--- config.mk ---
export PLATFORM = sky130hd
export DESIGN_NAME = rmvl_loader
export DESIGN_NICKNAME = d
export VERILOG_FILES = /design/src/verilog/rmvl_pkg.sv /design/src/verilog/rmvl_axil_slave.sv /design/src/verilog/rmvl_loader.sv
export VERILOG_INCLUDE_DIRS = /design/src /design/src/verilog
export SDC_FILE = /design/constraint.sdc
export NUM_CORES = 1
export LEC_CHECK = 0
export BUFFER_PORTS_ARGS = -buffer_cell sky130_fd_sc_hd__buf_4
export CAP_MARGIN = 0
export CORE_ASPECT_RATIO = 1.4
export CORE_MARGIN = 8
export CORE_UTILIZATION = 48
export CTS_BUF_LIST = sky130_fd_sc_hd__clkbuf_8
export DETAILED_ROUTE_END_ITERATION = 7
export PLACE_DENSITY = 0.79
export SYNTH_ARGS = -nofsm -noshare
export SYNTH_HDL_FRONTEND = slang
export SYNTH_HIERARCHICAL = 1
export SYNTH_SLANG_ARGS = --single-unit
export TNS_END_PERCENT = 100
--- constraint.sdc ---
create_clock -name clk -period 1.5 [get_ports clk]
set_input_delay 0.15 -clock clk [delete_from_list [all_inputs] [get_ports clk]]
set_output_delay 0.15 -clock clk [all_outputs]
set_load 0.005 [all_outputs]
--- src/verilog/rmvl_regs.svh ---
// register map and constants for the reset mode vector loader
// assumes a 32-bit AXI4-Lite register bus and a 32-bit boot memory read port
`ifndef RMVL_REGS_SVH
`define RMVL_REGS_SVH

`define RMVL_MODE_ADDR 32'h000FFFF8
`define RMVL_VEC_ADDR 32'h000FFFFC
`define RMVL_MODE_MSB 31
`define RMVL_MODE_LSB 24
`define RMVL_MODE_GOOD 8'h07
`define RMVL_SEL_INTERNAL 3'h0
`define RMVL_SEL_EXTERNAL 3'h1

`define RMVL_OFF_MODE 4'h0
`define RMVL_OFF_STATUS 4'h4
`define RMVL_OFF_VECTOR 4'h8
`define RMVL_ST_DONE 0
`define RMVL_ST_EXT 1
`define RMVL_ST_BADSEL 2
`define RMVL_ST_BADMODE 3
`define RMVL_ST_SEL_LSB 4
`define RMVL_ST_SEL_MSB 6
`define RMVL_RESP_OKAY 2'h0
`define RMVL_RESP_SLVERR 2'h2

`endif

--- src/verilog/rmvl_pkg.sv ---
// types shared by the reset mode vector loader
// assumes rmvl_regs.svh is included by design files for the constants
package rmvl_pkg;
  typedef enum logic [2:0] {
    RMVL_LATCH,
    RMVL_MODE_REQ,
    RMVL_MODE_WAIT,
    RMVL_VEC_REQ,
    RMVL_VEC_WAIT,
    RMVL_DONE
  } rmvl_state_e;
endpackage

--- src/verilog/rmvl_axil_slave.sv ---
// axi4-lite read/write slave exposing the loader's read-only registers
// assumes one clock, synchronous active-high reset; all writes are refused
`timescale 1ns/1ps
`default_nettype none
`include "rmvl_regs.svh"

module rmvl_axil_slave (
  input wire logic clk,
  input wire logic rst,
  input wire logic [3:0] awaddr,
  input wire logic awvalid,
  output logic awready,
  input wire logic [31:0] wdata,
  input wire logic [3:0] wstrb,
  input wire logic wvalid,
  output logic wready,
  output logic [1:0] bresp,
  output logic bvalid,
  input wire logic bready,
  input wire logic [3:0] araddr,
  input wire logic arvalid,
  output logic arready,
  output logic [31:0] rdata,
  output logic [1:0] rresp,
  output logic rvalid,
  input wire logic rready,
  input wire logic [31:0] regMode,
  input wire logic [31:0] regStatus,
  input wire logic [31:0] regVector
);
  logic haveAw;
  logic haveW;
  wire takeAw = awvalid && awready;
  wire takeW = wvalid && wready;
  wire isMode = araddr == `RMVL_OFF_MODE;
  wire isStatus = araddr == `RMVL_OFF_STATUS;
  wire isVector = araddr == `RMVL_OFF_VECTOR;
  wire mapped = isMode || isStatus || isVector;
  wire [31:0] readMux = isMode ? regMode : isStatus ? regStatus : isVector ? regVector : 32'h0;

  // ---------------------------------------------------------------
  // write channel: every write is answered but nothing is stored
  // ---------------------------------------------------------------
  always_ff @(posedge clk) begin
    if (rst) begin
      awready <= 1'b0;
      wready <= 1'b0;
      haveAw <= 1'b0;
      haveW <= 1'b0;
      bvalid <= 1'b0;
      bresp <= `RMVL_RESP_OKAY;
    end else begin
      awready <= !haveAw && !takeAw && !bvalid;
      wready <= !haveW && !takeW && !bvalid;
      if (takeAw) haveAw <= 1'b1;
      if (takeW) haveW <= 1'b1;
      if ((haveAw || takeAw) && (haveW || takeW) && !bvalid) begin
        // program writes never reach the mode byte
        bvalid <= 1'b1;
        bresp <= `RMVL_RESP_SLVERR;
        haveAw <= 1'b0;
        haveW <= 1'b0;
      end else if (bvalid && bready) begin
        bvalid <= 1'b0;
      end
    end
  end

  // ---------------------------------------------------------------
  // read channel
  // ---------------------------------------------------------------
  always_ff @(posedge clk) begin
    if (rst) begin
      arready <= 1'b0;
      rvalid <= 1'b0;
      rdata <= 32'h0;
      rresp <= `RMVL_RESP_OKAY;
    end else begin
      arready <= !rvalid && !(arvalid && arready);
      if (arvalid && arready) begin
        rvalid <= 1'b1;
        rdata <= readMux;
        rresp <= mapped ? `RMVL_RESP_OKAY : `RMVL_RESP_SLVERR;
      end else if (rvalid && rready) begin
        rvalid <= 1'b0;
      end
    end
  end
endmodule
`default_nettype wire

--- src/verilog/rmvl_loader.sv ---
// reset-time mode byte and reset vector loader with register view
// assumes boot memory answers a read request with memRdValid some cycles later
// and that mode pins are static board straps synchronous to clk
`timescale 1ns/1ps
`default_nettype none
`include "rmvl_regs.svh"

// How it works
// - pins all low select the internal area for both the mode fetch and the vector fetch.
// - the three select pins decide how both reset fetches are performed.
// - fetched byte goes into the mode register, which drives the mode output.
// - mode register reloads on every reset; software writes are refused.
// - mode byte is bits 31..24 at FFFF8; vector is the word at FFFFC.
module rmvl_loader (
  input wire logic clk,
  input wire logic rst,
  input wire logic bootSelPin2,
  input wire logic bootSelPin1,
  input wire logic bootSelPin0,
  output logic memRdReq,
  output logic [31:0] memRdAddr,
  output logic memRdExternal,
  input wire logic memRdValid,
  input wire logic [31:0] memRdData,
  output logic [7:0] bootModeByte,
  output logic [31:0] resetVector,
  output logic pcLoad,
  output logic loadDone,
  input wire logic [3:0] awaddr,
  input wire logic awvalid,
  output logic awready,
  input wire logic [31:0] wdata,
  input wire logic [3:0] wstrb,
  input wire logic wvalid,
  output logic wready,
  output logic [1:0] bresp,
  output logic bvalid,
  input wire logic bready,
  input wire logic [3:0] araddr,
  input wire logic arvalid,
  output logic arready,
  output logic [31:0] rdata,
  output logic [1:0] rresp,
  output logic rvalid,
  input wire logic rready
);
  rmvl_pkg::rmvl_state_e state;
  logic [2:0] bootSel;
  logic useExternal;
  logic badSel;
  logic badMode;
  rmvl_pkg::rmvl_state_e next_state;

  wire [2:0] pinSel = {bootSelPin2, bootSelPin1, bootSelPin0};
  wire selInternal = pinSel == `RMVL_SEL_INTERNAL;
  wire selExternal = pinSel == `RMVL_SEL_EXTERNAL;
  // every setting but all low, the external one included, is recorded for software to
  wire selBad = !selInternal;
  wire [7:0] fetchedMode = memRdData[`RMVL_MODE_MSB:`RMVL_MODE_LSB];

  // ---------------------------------------------------------------
  // status word seen by software
  // ---------------------------------------------------------------
  // bit 2 is set for every strap setting other than all low, the external one included
  wire [31:0] statusWord = {25'h0, bootSel, badMode, badSel, useExternal, loadDone};

  // ---------------------------------------------------------------
  // state decode
  // ---------------------------------------------------------------
  wire inLatch = state == rmvl_pkg::RMVL_LATCH;
  wire inModeReq = state == rmvl_pkg::RMVL_MODE_REQ;
  wire inModeWait = state == rmvl_pkg::RMVL_MODE_WAIT;
  wire inVecReq = state == rmvl_pkg::RMVL_VEC_REQ;
  wire inVecWait = state == rmvl_pkg::RMVL_VEC_WAIT;
  // a valid outside the two wait states is ignored, so a stray answer cannot load
  wire modeArrived = inModeWait && memRdValid;
  wire vecArrived = inVecWait && memRdValid;
  wire issueReq = inModeReq || inVecReq;
  // mode word always goes out first, the vector word second
  wire [31:0] next_memRdAddr = inModeReq ? `RMVL_MODE_ADDR : inVecReq ? `RMVL_VEC_ADDR : memRdAddr;

  // ---------------------------------------------------------------
  // next state
  // ---------------------------------------------------------------
  always_comb begin
    next_state = state;
    case (state)
      rmvl_pkg::RMVL_LATCH: begin
        next_state = rmvl_pkg::RMVL_MODE_REQ;
      end
      rmvl_pkg::RMVL_MODE_REQ: begin
        next_state = rmvl_pkg::RMVL_MODE_WAIT;
      end
      rmvl_pkg::RMVL_MODE_WAIT: begin
        if (memRdValid) begin
          next_state = rmvl_pkg::RMVL_VEC_REQ;
        end
      end
      rmvl_pkg::RMVL_VEC_REQ: begin
        next_state = rmvl_pkg::RMVL_VEC_WAIT;
      end
      rmvl_pkg::RMVL_VEC_WAIT: begin
        if (memRdValid) begin
          next_state = rmvl_pkg::RMVL_DONE;
        end
      end
      rmvl_pkg::RMVL_DONE: begin
        next_state = rmvl_pkg::RMVL_DONE;
      end
      default: begin
        next_state = rmvl_pkg::RMVL_LATCH;
      end
    endcase
  end

  // ---------------------------------------------------------------
  // state register
  // ---------------------------------------------------------------
  always_ff @(posedge clk) begin
    if (rst) begin
      state <= rmvl_pkg::RMVL_LATCH;
    end else begin
      state <= next_state;
    end
  end

  // ---------------------------------------------------------------
  // strap capture
  // ---------------------------------------------------------------
  // straps caught after release, never inside the reset branch
  always_ff @(posedge clk) begin
    if (rst) begin
      bootSel <= 3'h0;
      useExternal <= 1'h0;
      memRdExternal <= 1'h0;
      badSel <= 1'h0;
    end else if (inLatch) begin
      bootSel <= pinSel;
      useExternal <= selExternal;
      memRdExternal <= selExternal;
      badSel <= selBad;
    end
  end

  // ---------------------------------------------------------------
  // fetch requests
  // ---------------------------------------------------------------
  // one request pulse per fetch, address held until the next one
  always_ff @(posedge clk) begin
    if (rst) begin
      memRdReq <= 1'h0;
      memRdAddr <= 32'h0;
    end else begin
      memRdReq <= issueReq;
      memRdAddr <= next_memRdAddr;
    end
  end

  // ---------------------------------------------------------------
  // mode register
  // ---------------------------------------------------------------
  // rst is the merged reset of every source, so the byte reloads each time
  always_ff @(posedge clk) begin
    if (rst) begin
      bootModeByte <= 8'h0;
      badMode <= 1'h0;
    end else if (modeArrived) begin
      bootModeByte <= fetchedMode;
      badMode <= fetchedMode != `RMVL_MODE_GOOD;
    end
  end

  // ---------------------------------------------------------------
  // reset vector and pc load
  // ---------------------------------------------------------------
  // no retry: a vector fetch that never answers leaves the pc load parked
  always_ff @(posedge clk) begin
    if (rst) begin
      resetVector <= 32'h0;
      pcLoad <= 1'h0;
      loadDone <= 1'h0;
    end else begin
      pcLoad <= vecArrived;
      if (vecArrived) begin
        resetVector <= memRdData;
        loadDone <= 1'h1;
      end
    end
  end

  // ---------------------------------------------------------------
  // register view
  // ---------------------------------------------------------------
  rmvl_axil_slave u_bus (
    .clk(clk),
    .rst(rst),
    .awaddr(awaddr),
    .awvalid(awvalid),
    .awready(awready),
    .wdata(wdata),
    .wstrb(wstrb),
    .wvalid(wvalid),
    .wready(wready),
    .bresp(bresp),
    .bvalid(bvalid),
    .bready(bready),
    .araddr(araddr),
    .arvalid(arvalid),
    .arready(arready),
    .rdata(rdata),
    .rresp(rresp),
    .rvalid(rvalid),
    .rready(rready),
    .regMode({24'h0, bootModeByte}),
    .regStatus(statusWord),
    .regVector(resetVector)
  );
endmodule
`default_nettype wire

# --- Yosys cells after proc, flatten, opt, wreduce, memory -nomap -nowiden ---
# Cells that the tools add are included.
totals:
  input_bits: 87
  regBits: 112
  output_inout_bits: 117
  wordCells: 82
op_classes:
  mux: 13
  n_eq_ne: 11
  n_reduce_logical: 36
ops:
  columns: ["cell", "count"]
  rows:
  - ["two-way mux 32 bit", 3]
  - ["two-way mux 20 bit", 2]
  - ["one-hot mux 3 bit (6 select lines)", 1]
  - ["logical AND 1 bit", 14]
  - ["logical NOT 1 bit", 8]
  - ["inequality test 8 x 3 -> 1 bit, second input constant", 1]
  - ["equality test 3 x 1 -> 1 bit, second input constant", 2]
  - ["equality test 3 x 2 -> 1 bit, second input constant", 2]
  - ["equality test 3 bit, second input constant", 2]
  - ["logical NOT 3 bit", 2]
  - ["two-way mux 3 bit", 2]
  - ["nonzero test 2 bit", 3]
  - ["logical OR 1 bit", 5]
  - ["equality test 4 x 3 -> 1 bit, second input constant", 1]
  - ["equality test 4 bit, second input constant", 1]
  - ["logical NOT 4 bit", 1]
  - ["two-way mux 1 bit", 4]
  - ["inequality test 2 bit, second input constant", 2]
  - ["OR reduction 2 bit", 2]
  - ["two-way mux 2 bit", 1]
  - ["AND reduction 2 bit", 1]

# --- Depth between registers and ports, before layout ---
depth:
  depth_word: 5
  ltp_mapped: 6
  ltp_nobuf: 3

# --- Hierarchy ---
# Netlist, hierarchy kept.
by_module_without_submodules:
  columns: ["mod", "n_inst", "seq_area_each_um2", "cells_each", "area_each_um2"]
  rows:
  - ["rmvl_loader", 1, 1081.0, 254, 2188.3]
  - ["rmvl_axil_slave", 1, 820.8, 182, 2073.2]

# --- Worst setup path after synthesis ---
# OpenSTA, ideal clock, no wires.
synth_path:
  path_kind: "register to register"
  start: "register state[0]"
  end: "register bootModeByte[0]"
  slack_ns: 0.264
  setup_time_ns: 0.128
  arrival_ns: 1.109
  t_required_ns: 1.372
  n_path_buf: 2
  stages_incl_launch_ff: 6
  period_less_slack_ns: 1.236
  path_cell_list: "dfxtp_1 buf_2 and4bb_2 buf_4 mux2i_1 nor2_1"
synth_via:
  elab_chain_cells: 2
synth_lines:
  columns: ["item", "line_no", "text"]
  rows:
  - ["from (decl)", "rmvl_loader.sv:47", "rmvl_pkg::rmvl_state_e state;"]
  - ["from (signal assigned)", "rmvl_loader.sv:121", "state <= rmvl_pkg::RMVL_LATCH;"]
  - ["from (signal assigned)", "rmvl_loader.sv:123", "state <= next_state;"]
  - ["equality test 3 x 2 -> 1 bit", "rmvl_loader.sv:72", "wire inModeWait = state == rmvl_pkg::RMVL_MODE_WAIT;"]
  - ["logical AND 1 bit", "rmvl_loader.sv:76", "wire modeArrived = inModeWait && memRdValid;"]
  - ["to (signal assigned)", "rmvl_loader.sv:168", "bootModeByte <= fetchedMode;"]
  - ["to (decl)", "rmvl_loader.sv:25", "output logic [7:0] bootModeByte,"]
# Every way passes these cells.
# A chain may end at the register's enable or synchronous reset.

# --- Worst setup path after layout ---
layout_path:
  start: "register state[2]"
  end: "register bootModeByte[6]"
# The elaborated chain is that of the path after synthesis.

==> reports/results.tsv <==
stage	metric	value	unit
outcome	status	finished clean	
detailed_routing	Vias	3586	
placement	IO Port Bufs	147	
final_layout	P&R area growth vs syn	29.9	%
placement	Placed Area	5320	um2
critical_path	crit path launch type	flip-flop	
detailed_routing	met1 wire length	4530	um
power_and_ir_drop	VDD IR max	0.000802	V
placement	Inst Count DP	693	
power_and_ir_drop	Power Density	987	nW/um2
critical_path	CP Class	reg2reg	
power_and_ir_drop	Overall Power	0.00546	W
timing	Fmax	0.713	GHz
final_layout	design area	5530	um2
synth	mux cell area share after synthesis	10.1	%
synth	Yosys cell types	36	
global_routing	largest net degree at the start of global routing	34	
final_layout	final net count	686	
timing	final hold slack	15.3	ps
clock_network	Worst-path clk slew	90	ps
global_routing	gr usage total	19.0	%
detailed_routing	Final ANT Viol Nets	0	
placement	dpl ws	-58.4	ps
die	Die Span X	95.6	um
synth	Seq/Total Area, Yosys	44.6	%
critical_path	Data required, critical path	1770	ps
critical_path	Critical Path End Type	flip-flop	
timing	Least-Margin Pin Slew	815	ps
clock_network	Num CTS Buffers	9	
final_layout	non-filler cells, final	709	
global_routing	first-pass GRT wire length	18100	um
placement	detailed placement HPWL	8580	um
power_and_ir_drop	share of total power in combinational logic	16.7	%
critical_path	critical path arrival	1670	ps
final_layout	fill count	740	
clock_network	Max clock buf depth	2	
detailed_routing	Wirelength per Cell	16.5	um
die	initial core utilization	49.5	%
synth	top cell type's share of synthesized area	44.6	%
final_layout	antenna cells	0	
clock_network	clock sink count	95	
timing	Max-slew headroom	45.5	%
clock_network	Hold-fix buffers, CTS	0	
die	DIE HEIGHT	127	um
critical_path	Crit Path Max Fanout	10	
synth	Mapped Area	4260	um2
synth	synthesized area per cell	9.77	um2
timing	final worst slack	97.3	ps
synth	Synth Area in Simple Gates	12.7	%
critical_path	FF-to-FF setup slack	100	ps
synth	adder-cell share of the synthesized area	0	%
clock_network	CTS tree	done	
clock_network	worst-skew pair later-pin latency	370	ps
synth	synthesized flop and latch total	95	
hold_path	class of the worst hold path	in2reg	
synth	Synth Area in Compound Gates	19.3	%
synth	yosys warns	6	
synth	EDFF count, synth	0	
detailed_routing	Top Layer Used	met4	
timing	max-slew violations	0	
clock_network	post-CTS setup buffers	0	
power_and_ir_drop	clock share of power	33.4	%
timing	Final Skew	9.92	ps
job	MaxCap Viol Count	0	
power_and_ir_drop	Switch Pwr	0.00144	W
detailed_routing	Total Routed Length	11700	um
detailed_routing	metal2 WL	5970	um
die	row count	40	
power_and_ir_drop	Lkg Pwr	2.47	nW
timing	final setup violation count	0	
synth	Post-Synth XOR/XNOR Area	0.206	%
synth	largest family of logic cells by synthesized area	compound AO/OA/AOI/OAI gates	
detailed_routing	routed vias/inst	5.06	
die	core area	8610	um2
final_layout	share of layout cells above drive strength 1	29.8	%
global_routing	grt ovf	0	
timing	Tmin final	1400	ps
synth	synth top area cells	dfxtp_1 (45%), mux2i_1 (10%), a22o_1 (6.6%)	
detailed_routing	Iter 0 DRT Violations	137	
synth	Syn Inst Count	436	
synth	cell with the most instances after synthesis	dfxtp_1	
synth	Async SR Flop Fraction	0	%
power_and_ir_drop	Flop pwr share	49.9	%
clock_network	Root Driver	clkbuf_8	
power_and_ir_drop	Sw Ratio	26.3	%
synth	area leader, netlist	dfxtp_1	
timing	final hold viol count	0	
die	overall die area	12200	um2
placement	gpl congestion	0.835	
power_and_ir_drop	internal power	0.00403	W
detailed_routing	met3 WL	875	um
synth	most frequent cells after synthesis	dfxtp_1 (95), nand2_1 (66), mux2i_1 (43)	
timing	RSZ-0062 raised after global routing	no	
detailed_routing	drt pass-1 iters	4	
detailed_routing	DRC violations left	0	
global_routing	vias in the first global route	3593	
timing	final cycle utilization of the critical path	93.5	%
die	IO Count	204	
clock_network	H-tree depth	3	
synth	prevailing post-synth register cell	dfxtp_1	
global_routing	initial antenna violation count	0	
state kept, by name (all words and copies together), names as in the netlist, 2 cells and up:
| signal | count |
|---|---|
| bootModeByte | 8 |
| bootSel | 3 |
| memRdAddr | 2 |
| resetVector | 32 |
| state | 3 |
| u_bus/rdata | 32 |
layer usage:
metal	track usage [%]	up-vias
met2	32.6	130
met3	5.57	16
met4	8.63	0
met1	20.7	1680
met5	0	-
li1	-	1760
stage by stage:
stage | TNS [ps] | util [%]
finish | 0 | 64.3
global route | 0 | 64.3
CTS | 0 | 64.3
detailed placement | -649 | 61.8
global placement | 0 | 61.8
floorplan | 0 | -
layout by cell type (no fill, tap or decap), types with 2 or more instances in the layout:
master | synthesis | final
mux2i_1 | 43 | 43
nor3_1 | 5 | 5
o2bb2ai_1 | 32 | 32
nor3b_1 | 2 | 2
clkbuf_8 | 0 | 9
clkinvlp_4 | 0 | 3
o21ai_1 | 2 | 2
bufinv_16 | 0 | 2
dfxtp_1 | 95 | 95
nand2_1 | 66 | 66
inv_1 | 1 | 3
o21bai_1 | 2 | 2
buf_4 | 34 | 155
nor2b_1 | 3 | 3
nor2_1 | 21 | 21
nand2b_1 | 5 | 5
a21oi_1 | 39 | 39
buf_12 | 0 | 3
a22o_1 | 32 | 32
conb_1 | 2 | 65
critical path: stages, from the launching register on:
cell and delay [ps]:
dfxtp_1 330, buf_4 160, and4bb_2 510, mux2i_1 240
nor2_1 50
power by group through the flow:
stage | logic, W | clock network [W] | registers [W]
3_3_place_gp | 0.000886 | 0 | 0.00278
6_report | 0.000910 | 0.00183 | 0.00273
4_1_cts | 0.000911 | 0.00185 | 0.00273
2_1_floorplan | 0.000649 | 0 | 0.00276
3_5_place_dp | 0.000906 | 0 | 0.00278
5_1_grt | 0.000995 | 0.00195 | 0.00274
kinds of logic (layout without fill, tap and decap cells):
logic type / Yosys count / count (layout)
AND/OR/NAND/NOR: 113 / 113
AO/OA/AOI/OAI: 112 / 112
flip-flops: 95 / 95
buffers and inverters: 70 / 175
multiplexers: 43 / 43
other: 2 / 65
XOR/XNOR: 1 / 1
final cells by class:
type	count	area (um2)	area share, %
multi-input cells	334	2060	37.2
flip-flops and latches	95	1900	34.4
repair buffers	158	1220	22.1
well taps	105	131	2.37
clock buffers	9	124	2.24
clock inverters	7	90.1	1.63
inverters	1	3.75	0.0678
path summary, 6_finish.rpt:
check	start	cells after the start	endpoint
worst max-delay path	state[2]	4	bootModeByte[6]
worst max register to register	state[2]	4	bootModeByte[6]
worst min-delay path	memRdData[11]	3	resetVector[11]
worst min register to register	u_bus/rvalid	1	u_bus/arready
repair_timing:
action                     CTS  global route
gates resized for setup      1             0
pin swaps                    0             1
setup endpoints to repair   32             1
Note: power is estimated with default switching activity, not from simulation.
